<file path="config.mk">
export PLATFORM = sky130hd
export DESIGN_NAME = mmp_top
export DESIGN_NICKNAME = d
export VERILOG_FILES = /design/src/hw/mmp_pkg.sv /design/src/hw/mmp_prescale.sv /design/src/hw/mmp_deadband.sv /design/src/hw/mmp_top.sv
export VERILOG_INCLUDE_DIRS = /design/src /design/src/hw
export SDC_FILE = /design/constraint.sdc
export NUM_CORES = 1
export LEC_CHECK = 0
export ABC_AREA = 1
export BUFFER_PORTS_ARGS = -buffer_cell sky130_fd_sc_hd__buf_2
export CORE_UTILIZATION = 40
export CTS_BUF_LIST = sky130_fd_sc_hd__clkbuf_8
export DETAILED_ROUTE_END_ITERATION = 10
export PLACE_DENSITY_LB_ADDON = 0.2
export SYNTH_ARGS = -nofsm -noshare
export SYNTH_HDL_FRONTEND = slang
export SYNTH_SLANG_ARGS = --single-unit
</file>
<file path="constraint.sdc">
create_clock -name mclk_i -period 6.87 [get_ports mclk_i]
set_clock_uncertainty 0.15 [all_clocks]
set_input_delay 0.3435 -clock mclk_i [delete_from_list [all_inputs] [get_ports mclk_i]]
set_output_delay 0.3435 -clock mclk_i [all_outputs]
set_load 0.02 [all_outputs]
</file>
<file path="src/hw/mmp_map.svh">
// Register offsets, field positions, reset values and timing counts.
`ifndef MMP_MAP_SVH
`define MMP_MAP_SVH

`define MMP_OFS_CTRL0 8'h00
`define MMP_OFS_CTRL1 8'h04
`define MMP_OFS_RELOAD 8'h08
`define MMP_OFS_DEAD 8'h0c
`define MMP_OFS_DUTY0 8'h10
`define MMP_OFS_STATUS 8'h28

`define MMP_C0_RUN 0
`define MMP_C0_READY 1
`define MMP_C0_CENTER 2
`define MMP_C1_DIV_LSB 0
`define MMP_C1_REL_LSB 2
`define MMP_C1_INDEP 4

`define MMP_ST_DOWN 12
`define MMP_ST_FAULT 13
`define MMP_ST_OE 14
`define MMP_ST_OPT_LSB 16

`define MMP_RST_RELOAD 12'hfff
`define MMP_RST_DUTY 16'h0000
`define MMP_RST_DEAD 8'h00

`define MMP_CLK_PERIOD_NS 8
`define MMP_OE_SETTLE_NS 24
`define MMP_OE_SETTLE_CYC ((`MMP_OE_SETTLE_NS + `MMP_CLK_PERIOD_NS - 1) / `MMP_CLK_PERIOD_NS)

`endif

</file>
<file path="src/hw/mmp_pkg.sv">
// Types shared by the motor PWM modules.
`default_nettype none
package mmp_pkg;
   typedef enum logic [1:0] {
      MMP_PIN_HIZ,
      MMP_PIN_SETTLE,
      MMP_PIN_DRIVE
   } mmp_pin_state_t;
   typedef logic [1:0] mmp_sel2_t;
   typedef logic [7:0] mmp_addr_t;
   typedef logic [31:0] mmp_word_t;
endpackage : mmp_pkg
`default_nettype wire

</file>
<file path="src/hw/mmp_prescale.sv">
// Counter-clock tick generator dividing the system clock by 1, 2, 4 or 8.
`default_nettype none
module mmp_prescale (
   input wire logic mclk_i,
   input wire logic rst_i,
   input wire logic run_i,
   input wire mmp_pkg::mmp_sel2_t div_sel_i,
   output logic tick_o
);
   import mmp_pkg::*;

   logic [2:0] pcnt_r;
   logic [2:0] pcnt_nxt;
   wire [3:0] lim_w = (4'h1 << div_sel_i) - 4'h1;
   // Compare with >= so a smaller divide taken mid-count cannot run away.
   wire hit_w = pcnt_r >= lim_w[2:0];

   assign tick_o = run_i & hit_w;
   assign pcnt_nxt = (!run_i || hit_w) ? 3'h0 : pcnt_r + 3'h1;

   always_ff @(posedge mclk_i) begin
      if (rst_i) begin
         pcnt_r <= 3'h0;
      end else begin
         pcnt_r <= pcnt_nxt;
      end
   end
endmodule : mmp_prescale
`default_nettype wire

</file>
<file path="src/hw/mmp_deadband.sv">
// One high/low output pair with optional complementary dead-time insertion.
`default_nettype none
module mmp_deadband #(
   parameter int DEAD_W = 8
) (
   input wire logic mclk_i,
   input wire logic rst_i,
   input wire logic comp_i,
   input wire logic hi_dem_i,
   input wire logic lo_dem_i,
   input wire logic [DEAD_W-1:0] dead_i,
   output logic act_h_o,
   output logic act_l_o
);
   import mmp_pkg::*;

   logic prev_r;
   logic [DEAD_W-1:0] dcnt_r;
   logic [DEAD_W-1:0] dcnt_nxt;
   wire chg_w = hi_dem_i != prev_r;
   wire settled_w = dcnt_nxt == '0;

   // A change mid-gap restarts the gap, so neither side is ever on early.
   assign dcnt_nxt = chg_w ? dead_i :
                     (dcnt_r != '0) ? dcnt_r - DEAD_W'(1) : '0;

   always_ff @(posedge mclk_i) begin
      if (rst_i) begin
         prev_r <= 1'b0;
         dcnt_r <= '0;
         act_h_o <= 1'b0;
         act_l_o <= 1'b0;
      end else if (comp_i) begin
         prev_r <= hi_dem_i;
         dcnt_r <= dcnt_nxt;
         act_h_o <= settled_w & hi_dem_i;
         act_l_o <= settled_w & ~hi_dem_i;
      end else begin
         prev_r <= hi_dem_i;
         dcnt_r <= '0;
         act_h_o <= hi_dem_i;
         act_l_o <= lo_dem_i;
      end
   end
endmodule : mmp_deadband
`default_nettype wire

</file>
<file path="src/hw/mmp_top.sv">
// Six-output motor PWM generator with buffered timing registers.
`include "mmp_map.svh"
`default_nettype none
// Contract
// - High-side off level equals its option bit
// - Low-side option sets low-side off level
// - Option bits are pins, never software-writable
// - Option off: all PWM pins stay undriven
// - Option on: undriven, then off-state after reset; low sides drive active instead, pairs reset complementary with no demand
// - System reset drives outputs to off-state
// - Duty and divide double-buffered until reload
// - Reload every 1, 2, 4 or 8 periods
// - Ready bit arms transfer at next reload
// - Divide system clock by 1, 2, 4, 8
// - Edge mode: count up, wrap to zero
// - Center mode: count up then down
// - Signed 16-bit duty against unsigned count
// - Duty zero or negative: never asserted
// - Duty above reload: asserted whole period
// - Three pairs, independent or complementary
// - Dead time keeps pair never both active
// - Fault forces off-state without a clock
// - Dead time 0..255 system clocks, both off
// - Independent bit; else high duties drive pairs
module mmp_top #(
   parameter int CNT_W = 12,
   parameter int DUTY_W = 16,
   parameter int DEAD_W = 8
) (
   input wire logic mclk_i,
   input wire logic rst_i,
   input wire mmp_pkg::mmp_addr_t addr_i,
   input wire mmp_pkg::mmp_word_t wdata_i,
   input wire logic wr_i,
   input wire logic rd_i,
   output mmp_pkg::mmp_word_t rdata_o,
   input wire logic high_side_offstate_option_i,
   input wire logic low_side_offstate_option_i,
   input wire logic motor_output_enable_option_i,
   input wire logic fault_n_i,
   output logic [2:0] high_side_out_o,
   output logic [2:0] low_side_out_o,
   output logic [2:0] high_side_oe_o,
   output logic [2:0] low_side_oe_o,
   output logic reload_event_o
);
   import mmp_pkg::*;

   if (CNT_W < 2 || CNT_W > 15 || DUTY_W <= CNT_W || DUTY_W > 32 ||
       DEAD_W < 1 || DEAD_W > 16) begin : g_bad_width
      $error("mmp_top: unsupported counter, duty or dead-time width");
   end

   localparam int NCH = 6;

   // Option straps are static but still cross in through two flops.
   logic [2:0] opt_meta_r;
   logic [2:0] opt_sync_r;
   logic fault_meta_r;
   logic fault_sync_r;

   always_ff @(posedge mclk_i) begin
      opt_meta_r <= {motor_output_enable_option_i,
                     low_side_offstate_option_i,
                     high_side_offstate_option_i};
      opt_sync_r <= opt_meta_r;
   end

   always_ff @(posedge mclk_i) begin
      if (rst_i) begin
         fault_meta_r <= 1'b1;
         fault_sync_r <= 1'b1;
      end else begin
         fault_meta_r <= fault_n_i;
         fault_sync_r <= fault_meta_r;
      end
   end

   wire hi_off_w = opt_sync_r[0];
   wire lo_off_w = opt_sync_r[1];
   wire mc_en_w = opt_sync_r[2];

   // Software-visible state: shadow copies and direct controls.
   logic run_r;
   logic ready_r;
   logic center_sh_r;
   logic [1:0] div_sh_r;
   logic [1:0] relint_r;
   logic indep_r;
   logic [CNT_W-1:0] reload_sh_r;
   logic [DEAD_W-1:0] dead_r;
   logic [DUTY_W-1:0] duty_sh_r [NCH];

   // Active copies steering the counter and compare logic.
   logic center_act_r;
   logic [1:0] div_act_r;
   logic [CNT_W-1:0] reload_act_r;
   logic [DUTY_W-1:0] duty_act_r [NCH];

   // Address decode.
   wire hit_c0_w = addr_i == `MMP_OFS_CTRL0;
   wire hit_c1_w = addr_i == `MMP_OFS_CTRL1;
   wire hit_rel_w = addr_i == `MMP_OFS_RELOAD;
   wire hit_dead_w = addr_i == `MMP_OFS_DEAD;
   wire hit_st_w = addr_i == `MMP_OFS_STATUS;
   logic [NCH-1:0] hit_duty_w;

   wire wr_c0_w = wr_i & hit_c0_w;
   wire wr_c1_w = wr_i & hit_c1_w;
   wire wr_rel_w = wr_i & hit_rel_w;
   wire wr_dead_w = wr_i & hit_dead_w;
   wire ready_set_w = wr_c0_w & wdata_i[`MMP_C0_READY];

   // Counter and reload-event logic.
   logic tick_w;
   logic [CNT_W-1:0] cnt_r;
   logic [CNT_W-1:0] cnt_nxt;
   logic down_r;
   logic down_nxt;
   logic period_end_w;
   logic [2:0] per_cnt_r;
   wire [3:0] per_lim4_w = (4'h1 << relint_r) - 4'h1;
   wire [2:0] per_lim_w = per_lim4_w[2:0];
   wire per_last_w = per_cnt_r >= per_lim_w;
   // While stopped the transfer happens at once so the first period is sane.
   wire reload_ev_w = run_r ? (period_end_w & per_last_w) : 1'b1;
   wire xfer_w = reload_ev_w & ready_r;
   wire [CNT_W:0] cnt_inc_w = {1'b0, cnt_r} + {{CNT_W{1'b0}}, 1'b1};
   wire edge_wrap_w = cnt_inc_w >= {1'b0, reload_act_r};
   wire peak_w = cnt_r >= reload_act_r;
   wire low_reload_w = reload_act_r <= CNT_W'(1);
   wire bottom_w = cnt_r <= CNT_W'(1);

   assign reload_event_o = run_r & reload_ev_w;

   mmp_prescale u_prescale (
      .mclk_i(mclk_i),
      .rst_i(rst_i),
      .run_i(run_r),
      .div_sel_i(div_act_r),
      .tick_o(tick_w)
   );

   always_comb begin
      cnt_nxt = cnt_r;
      down_nxt = down_r;
      period_end_w = 1'b0;
      if (!run_r) begin
         cnt_nxt = '0;
         down_nxt = 1'b0;
      end else if (!tick_w) begin
         cnt_nxt = cnt_r;
      end else if (!center_act_r) begin
         if (edge_wrap_w) begin
            cnt_nxt = '0;
            period_end_w = 1'b1;
         end else begin
            cnt_nxt = cnt_inc_w[CNT_W-1:0];
         end
      end else if (!down_r) begin
         if (peak_w && low_reload_w) begin
            cnt_nxt = '0;
            period_end_w = 1'b1;
         end else if (peak_w) begin
            cnt_nxt = cnt_r - CNT_W'(1);
            down_nxt = 1'b1;
         end else begin
            cnt_nxt = cnt_inc_w[CNT_W-1:0];
         end
      end else if (bottom_w) begin
         cnt_nxt = '0;
         down_nxt = 1'b0;
         period_end_w = 1'b1;
      end else begin
         cnt_nxt = cnt_r - CNT_W'(1);
      end
   end

   always_ff @(posedge mclk_i) begin
      if (rst_i) begin
         cnt_r <= '0;
         down_r <= 1'b0;
         per_cnt_r <= 3'h0;
      end else begin
         cnt_r <= cnt_nxt;
         down_r <= down_nxt;
         if (!run_r) begin
            per_cnt_r <= 3'h0;
         end else if (period_end_w) begin
            per_cnt_r <= per_last_w ? 3'h0 : per_cnt_r + 3'h1;
         end
      end
   end

   // Control registers; a ready write beside a transfer keeps ready set.
   always_ff @(posedge mclk_i) begin
      if (rst_i) begin
         run_r <= 1'b0;
         ready_r <= 1'b0;
         center_sh_r <= 1'b0;
         div_sh_r <= 2'h0;
         relint_r <= 2'h0;
         indep_r <= 1'b0;
         reload_sh_r <= CNT_W'(`MMP_RST_RELOAD);
         dead_r <= DEAD_W'(`MMP_RST_DEAD);
      end else begin
         if (ready_set_w) begin
            ready_r <= 1'b1;
         end else if (xfer_w) begin
            ready_r <= 1'b0;
         end
         if (wr_c0_w) begin
            run_r <= wdata_i[`MMP_C0_RUN];
            center_sh_r <= wdata_i[`MMP_C0_CENTER];
         end
         if (wr_c1_w) begin
            div_sh_r <= wdata_i[`MMP_C1_DIV_LSB +: 2];
            relint_r <= wdata_i[`MMP_C1_REL_LSB +: 2];
            indep_r <= wdata_i[`MMP_C1_INDEP];
         end
         if (wr_rel_w) begin
            reload_sh_r <= wdata_i[CNT_W-1:0];
         end
         if (wr_dead_w) begin
            dead_r <= wdata_i[DEAD_W-1:0];
         end
      end
   end

   always_ff @(posedge mclk_i) begin
      if (rst_i) begin
         center_act_r <= 1'b0;
         div_act_r <= 2'h0;
         reload_act_r <= CNT_W'(`MMP_RST_RELOAD);
      end else if (xfer_w) begin
         center_act_r <= center_sh_r;
         div_act_r <= div_sh_r;
         reload_act_r <= reload_sh_r;
      end
   end

   // Per-channel duty shadow, active copy and compare.
   logic [NCH-1:0] demand_w;
   logic [DUTY_W-1:0] duty_rd_w [NCH];
   wire [DUTY_W-1:0] cnt_ext_w = DUTY_W'(cnt_r);

   for (genvar i = 0; i < NCH; i++) begin : g_ch
      assign hit_duty_w[i] = addr_i == 8'(`MMP_OFS_DUTY0 + 4 * i);
      assign duty_rd_w[i] = {DUTY_W{hit_duty_w[i]}} & duty_sh_r[i];
      // The sign bit and a zero value both suppress the pulse entirely.
      assign demand_w[i] = run_r & ~duty_act_r[i][DUTY_W-1] &
                           (duty_act_r[i] != '0) &
                           (cnt_ext_w < duty_act_r[i]);
      always_ff @(posedge mclk_i) begin
         if (rst_i) begin
            duty_sh_r[i] <= DUTY_W'(`MMP_RST_DUTY);
            duty_act_r[i] <= DUTY_W'(`MMP_RST_DUTY);
         end else begin
            if (wr_i && hit_duty_w[i]) begin
               duty_sh_r[i] <= wdata_i[DUTY_W-1:0];
            end
            if (xfer_w) begin
               duty_act_r[i] <= duty_sh_r[i];
            end
         end
      end
   end

   // Pairs: channel 2p is the high side, 2p+1 the low side.
   logic [2:0] act_h_w;
   logic [2:0] act_l_w;

   for (genvar p = 0; p < 3; p++) begin : g_pair
      mmp_deadband #(
         .DEAD_W(DEAD_W)
      ) u_dead (
         .mclk_i(mclk_i),
         .rst_i(rst_i),
         .comp_i(~indep_r),
         .hi_dem_i(demand_w[2*p]),
         .lo_dem_i(demand_w[2*p+1]),
         .dead_i(dead_r),
         .act_h_o(act_h_w[p]),
         .act_l_o(act_l_w[p])
      );
   end

   // The fault pin bypasses every flop so a stopped clock cannot delay it.
   wire [2:0] gate_h_w = act_h_w & {3{fault_n_i}};
   wire [2:0] gate_l_w = act_l_w & {3{fault_n_i}};
   assign high_side_out_o = gate_h_w ^ {3{hi_off_w}};
   assign low_side_out_o = gate_l_w ^ {3{lo_off_w}};

   // Pin drive waits out reset, one idle cycle, then the MMP_OE_SETTLE_CYC settle count.
   localparam int SETTLE_CYC = `MMP_OE_SETTLE_CYC;
   mmp_pin_state_t pin_st_r;
   mmp_pin_state_t pin_st_nxt;
   logic [3:0] settle_r;
   wire settle_done_w = settle_r >= 4'(SETTLE_CYC - 1);

   always_comb begin
      pin_st_nxt = pin_st_r;
      case (pin_st_r)
         MMP_PIN_HIZ: pin_st_nxt = MMP_PIN_SETTLE;
         MMP_PIN_SETTLE: begin
            if (settle_done_w) begin
               pin_st_nxt = MMP_PIN_DRIVE;
            end
         end
         MMP_PIN_DRIVE: pin_st_nxt = MMP_PIN_DRIVE;
         default: pin_st_nxt = MMP_PIN_HIZ;
      endcase
   end

   always_ff @(posedge mclk_i) begin
      if (rst_i) begin
         pin_st_r <= MMP_PIN_HIZ;
         settle_r <= 4'h0;
      end else begin
         pin_st_r <= pin_st_nxt;
         if (pin_st_r == MMP_PIN_SETTLE && !settle_done_w) begin
            settle_r <= settle_r + 4'h1;
         end
      end
   end

   wire oe_w = (pin_st_r == MMP_PIN_DRIVE) & mc_en_w;
   assign high_side_oe_o = {3{oe_w}};
   assign low_side_oe_o = {3{oe_w}};

   // Read path: data stand only in the cycle after the strobe.
   logic [DUTY_W-1:0] duty_any_w;
   always_comb begin
      duty_any_w = '0;
      for (int k = 0; k < NCH; k++) begin
         duty_any_w = duty_any_w | duty_rd_w[k];
      end
   end

   wire [31:0] c0_rd_w = {29'h0, center_sh_r, ready_r, run_r};
   wire [31:0] c1_rd_w = {27'h0, indep_r, relint_r, div_sh_r};
   wire [31:0] rel_rd_w = 32'(reload_sh_r);
   wire [31:0] dead_rd_w = 32'(dead_r);
   wire [31:0] duty_rd32_w = 32'(duty_any_w);
   wire [31:0] st_rd_w = {13'h0, mc_en_w, lo_off_w, hi_off_w, 1'b0, oe_w,
                          ~fault_sync_r, down_r, 12'(cnt_r)};
   wire [31:0] rd_mux_w = hit_c0_w ? c0_rd_w :
                          hit_c1_w ? c1_rd_w :
                          hit_rel_w ? rel_rd_w :
                          hit_dead_w ? dead_rd_w :
                          hit_st_w ? st_rd_w :
                          (|hit_duty_w) ? duty_rd32_w : 32'h0000_0000;

   always_ff @(posedge mclk_i) begin
      if (rst_i) begin
         rdata_o <= 32'h0000_0000;
      end else begin
         rdata_o <= rd_i ? rd_mux_w : 32'h0000_0000;
      end
   end
endmodule : mmp_top
`default_nettype wire

</file>
# ---- Yosys cells after proc, flatten, opt, wreduce, memory -nomap -nowiden
# Memories as Yosys holds them, arrays and structs flattened.
# Index checks and enable logic that the tools add are counted.
dict set report totals {
  reg_bits 141
  ram_bits 192
  in_bits 48
  output_inout_bits 45
  wordCells 269
  n_memories 2
}
# memory depth word_bits read_ports rd_ports_with_merged_regs write_ports line
set memory_table {}
lappend memory_table {duty_act_r 6 16 6 0 6 mmp_top.sv:98} ;# logic [DUTY_W-1:0] duty_act_r [NCH];
lappend memory_table {duty_sh_r 6 16 6 0 6 mmp_top.sv:92} ;# logic [DUTY_W-1:0] duty_sh_r [NCH];
dict set report classes {
  add_sub_neg 10
  order_cmp 13
  n_eq_ne 16
  n_shift 2
  mux 76
  bitwise 74
  n_reduce_logical 37
}
# op n
set ops {}
lappend ops {{two-way mux 16 bit} 13}
lappend ops {{AND 16 bit} 6}
lappend ops {{< comparator 12 x 16 -> 1 bit} 6}
lappend ops {{two-way mux 12 bit} 8}
lappend ops {{nonzero test 16 bit} 6}
lappend ops {{bitwise OR 16 bit} 5}
lappend ops {{two-way mux 8 bit} 6}
lappend ops {{two-way mux 1 bit} 43}
lappend ops {{AND 1 bit} 34}
lappend ops {{== test 8 x 5 -> 1 bit, second input constant} 4}
lappend ops {{zero test 8 bit} 4}
lappend ops {{== test 8 x 6 -> 1 bit, second input constant} 3}
lappend ops {{less-or-equal comparator 12 x 1 -> 1 bit, second input constant} 2}
lappend ops {{nonzero test 8 bit} 3}
lappend ops {{subtractor 8 x 1 -> 8 bit, second input constant} 3}
lappend ops {{two-way mux 19 bit} 1}
lappend ops {{== test 8 x 4 -> 1 bit, second input constant} 2}
lappend ops {{adder 12 x 1 -> 13 bit, second input constant} 1}
lappend ops {{>= comparator 13 x 12 -> 1 bit} 1}
lappend ops {{inverter 1 bit} 13}
lappend ops {{>= comparator 12 bit} 1}
lappend ops {{bitwise OR 1 bit} 12}
lappend ops {{OR reduction 6 bit} 2}
lappend ops {{subtractor 12 x 1 -> 12 bit, second input constant} 1}
lappend ops {{28 further kinds} 48}

# ---- Depth between registers and ports, before layout
dict set report logic_depth {
  depth_word 14
  depth_mapped 21
  mapped_depth_nobuf 20
}

# ---- Hierarchy
# Synthesis repeated with hierarchy kept, for this count alone.
dict set report hier_totals {
  cells_unflattened 2004
  area_unflattened_um2 17108.9
}
# module n_inst cells_per_inst area_per_inst_um2 seq_area_each_um2
set by_module_without_submodules {}
lappend by_module_without_submodules {mmp_top 1 1657 14906.8 7607.3}
lappend by_module_without_submodules {mmp_deadband 3 107 666.9 220.2}
lappend by_module_without_submodules {mmp_prescale 1 26 201.4 60.1}

# ---- Least setup slack after synthesis
# No wires, ideal clock.
dict set report synth_path {
  path_kind {reg2reg}
  from {reg cnt_r[1]}
  to {mem duty_act_r[0][0] (enable)}
  setup_ps 901
  arrival_ps 4493
  required_time_ps 5819
  slack_ps 1327
  stages_incl_launch_ff 21
  n_path_buf 1
  synth_period_minus_slack_ps 5543
  cell_sequence {dfxtp_1 > ha_1 > nand2_1 > nor2_4 > nand3_1 > nor2_1 > inv_1 > nor2_1 > nand3_1 > xor2_1 > inv_1 > ha_1 > a21oi_1 > o211ai_1 > a31oi_2 > nand4_2 > nand4_4 > nand2_4 > nand2_2 > buf_4 > nand2_1}
}
# item line
set synth_rtl {}
lappend synth_rtl {{start: declaration} mmp_top.sv:116} ;# logic [CNT_W-1:0] cnt_r;
lappend synth_rtl {{start signal: assignment} mmp_top.sv:185} ;# cnt_r <= cnt_nxt;
lappend synth_rtl {{end: declaration} mmp_top.sv:98}

==> summary.md <==
| Metric | Value |
|---|---|
| Vias in the first global route | `13,000` |
| Post-synth ARST share | `0` |
| Setup-failing EPs final | `0` |
| Final hold vios | `0` |
| GP Congestion | `0.925` |
| CTS tree | `done` |
| Delay of the slowest critical-path stage | `0.80 ns` |
| Die Footprint | `42,900 um^2` |
| # rows | `74` |
| DP HPWL | `35.9 mm` |
| Layout cells sized above 1 | `0.117` |
| First-pass GRT wire length | `about 74 mm` |
| Synth Area in Compound Gates | `0.0890` |
| WP depth | `20` |
| Routed Antenna Nets | `0` |
| Clock slew at reported path FFs | `0.07 ns` |
| Crit path kind | `reg2reg` |
| Vias/cell | `5.12` |
| Largest net degree at the start of global routing | `71` |
| Mux contribution to synthesized area | `0` |
| Postcts setup bufs | `0` |
| Placed instance count | `between 2,000 and 3,000` |
| CTS Buf Count | `56` |
| Fillers | `4,010` |
| Worst-Skew Late Latency | `between 0.6 and 0.7 ns` |
| Final cell count without fillers | `2,631` |
| TritonRoute pass-1 iters | `7` |
| CTS root buf | `clkbuf_8` |
| Worst Path Max Fanout | `70` |
| Critical Path Start Type | `flop` |
| Hold path depth | `3` |
| Worst setup EP type | `flop` |
| Routed wire length | `around 48 mm` |
| Mapped Area | `16,800 um^2` |
| Final nets | `between 2,000 and 2,500` |
| Max Fclk | `around 190 MHz` |
| Vias | `13,500` |
| Min-delay worst type | `in2reg` |
| Area Growth Syn to Fin | `12.1%` |
| RSZ-0062 raised after global routing | `false` |
| IO Pins | `93` |
| Core ar. | `approximately 41,000 um^2` |
| Library cells used by synthesis | `about 50` |
| Die X | `207 um` |
| Synth Flop Type | `edfxtp_1` |
| Commonest non-fill, non-tap cell in the layout | `inv_1` |
| Max clock buf depth | `3` |
| Initial core utilization | `0.409` |
| XOR/XNOR Fraction of Synth Area | `0.0125` |
| P per Cell Area | `255 nW/um^2` |
| Actual slew at the worst max-slew pin | `1.03 ns` |
| Post-Synth Simple-Gate Area | `0.226` |
| Max-slew violations | `0` |
| Maxcap violations | `0` |
| ANT cells | `0` |
| H-Tree Depth | `2` |
| Total Routing Usage GR | `0.225` |
| Number of DRC markers in iteration 0 | `between 1,000 and 1,500` |
| Final min period | `5.32 ns` |
| Post-synth EDFFs | `192` |
| Rel. slew slack | `0.311` |
| Yosys reg bits | `320` |
| Cells after Synth | `1,956` |
| Critical path, cell by cell | `ha_1 -> nand2_1 -> nor2_4 -> nand3_1 -> nor2_1 -> inv_1 -> nor2_1 -> nand3_1 -> xor2_1 -> inv_1 -> ha_1 -> a21oi_1 -> o211ai_1 -> a31oi_2 -> nand4_2 -> nand4_4 -> nand2_4 -> nand2_2 -> nand2_4 -> buf_4` |
| PortBufs | `63` |
| Most frequent cells in the layout | `inv_1, nand2_1, nor2_1, edfxtp_1, dfxtp_1` |
| R2R cell count | `20` |
| Syn Area/Cell | `roughly 8.6 um^2` |
| Yosys warning count | `0` |
| Critical path arrival | `approximately 5.5 ns` |
| Critical path required time | `7.03 ns` |
| DRC violations left | `0` |
| Status | `finished, final reports clean` |
| Slowest CP cell | `nand2_4` |
| Final hold slack | `0.0535 ns` |
| Worst path bufs/invs | `3` |
| VDD IR max | `163 uV` |
| Die H | `207 um` |
| Leakage | `between 8 and 9 nW` |
| Clk sinks | `320` |
| Wire length per cell | `roughly 18 um` |
| Setup TNS | `0 ns` |
| Fraction of the mapped netlist area in adder cells | `0.0809` |
| Share of the yosys chip area belonging to registers | `0.494` |
| CP top delay family | `simple AND/OR/NAND/NOR gates` |
| Largest family of logic cells by synthesized area | `simple AND/OR/NAND/NOR gates` |
| Final worst path period share | `0.774` |
| Gr ovfl total | `0` |
| Initial antenna violation count | `0` |
worst reg2reg max path, cell delays in order (launching register included):
cell and delay (ns):
dfxtp_1 0.77, ha_1 0.31, nand2_1 0.10, nor2_4 0.17
nand3_1 0.10, nor2_1 0.12, inv_1 0.06, nor2_1 0.16
nand3_1 0.11, xor2_1 0.18, inv_1 0.09, ha_1 0.32
a21oi_1 0.07, o211ai_1 0.20, a31oi_2 0.06, nand4_2 0.14
nand4_4 0.14, nand2_4 0.21, nand2_2 0.26, nand2_4 0.81
buf_4 0.43
timing repair:
action                    4_1_cts  5_1_grt
hold endpoints to repair       42        0
resized for setup               0        0
hold buffers                   16        0
state kept, by name, indices dropped and copies added (netlist names), 4 cells and up:
name and flops:
rdata_o 19, dead_r 8, duty_act_r 96, duty_sh_r 96
settle_r 4, reload_act_r 12, cnt_r 12, g_pair.u_dead.dcnt_r 24
reload_sh_r 12
area by class of cell:
| cell class | count | area, um^2 | area share |
|---|---|---|---|
| Multi-Input combinational cell | 1250 | 6940 | 0.367 |
| Inverter | 326 | 1220 | 0.0648 |
| Clock buffer | 65 | 895 | 0.0474 |
| Clock inverter | 41 | 228 | 0.0121 |
| Tap cell | 532 | 666 | 0.0352 |
| Sequential cell | 320 | 8330 | 0.441 |
| Timing Repair Buffer | 97 | 611 | 0.0323 |
cell families (layout without fill, tap and decap cells):
kind of cell / count (synthesis) / in the layout
other: 1 / 13
DFF: 320 / 320
AOI/OAI and AO/OA: 257 / 257
buffers and inverters: 398 / 529
and+or+nand+nor: 847 / 847
adders and majority gates: 109 / 109
xor gates and xnor gates: 24 / 24
Yosys cell counts (5+ instances only):
library cell	number	share of area
inv_2	10	0.0022
nand2_1	296	0.066
nand4_1	38	0.014
o22ai_1	29	0.011
nor4_1	14	0.0052
nor3_1	46	0.014
o211ai_1	21	0.0094
or2_2	8	0.0030
a211oi_1	6	0.0027
nor2_2	43	0.016
nand3_1	106	0.031
dfxtp_1	128	0.15
ha_1	109	0.081
nor2_1	266	0.059
a221oi_1	5	0.0026
o21ai_0	69	0.020
edfxtp_1	192	0.34
inv_1	309	0.069
a31oi_1	9	0.0033
xor2_1	22	0.011
buf_4	20	0.0089
nand2_2	9	0.0033
a21oi_1	95	0.028
o221ai_1	7	0.0036
buf_2	13	0.0039
clkinv_1	7	0.0016
clkbuf_1	32	0.0071
power by group:
part,switching (mW),total [mW],internal (mW)
Sequential,0.0686,2.24,2.17
Clock,0.810,1.75,0.937
Combinational,0.553,0.840,0.286
metrics by stage:
step                      instance area, um^2  worst slack (ns)  power [mW]  utilization
final                                   18900              1.55        4.82        0.458
after detailed placement                17600              1.61        3.10        0.427
after floorplan                         16900              1.33        2.91            -
after global placement                  17600              1.61        3.08        0.427
after global routing                    18900              1.06        5.09        0.458
after CTS                               18900              1.55        4.86        0.458
worst paths after layout:
path,slack [ns],start,end
max reg2reg,1.55,cnt_r[1]$_SDFFE_PP0P_,duty_act_r[4][14]$_SDFFCE_PN0P_
max,1.55,cnt_r[1]$_SDFFE_PP0P_,duty_act_r[4][14]$_SDFFCE_PN0P_
min,0.05,wdata_i[2],dead_r[2]$_SDFFE_PP0P_
min reg2reg,0.18,opt_meta_r[1]$_DFF_P_,opt_sync_r[1]$_DFF_P_
routing by layer:
layer  part of all wire  global-route usage  wire length [um]  vias to the layer above
met4              0.039               0.108              1890                        0
met1               0.44               0.296             21400                     6257
li1                   -                   -                 -                     6670
met3              0.063              0.0363              3060                       88
met2               0.46               0.363             22100                      449
met5                  0                   0                 0                        -
No activity file was read; power rests on OpenSTA's default activity.
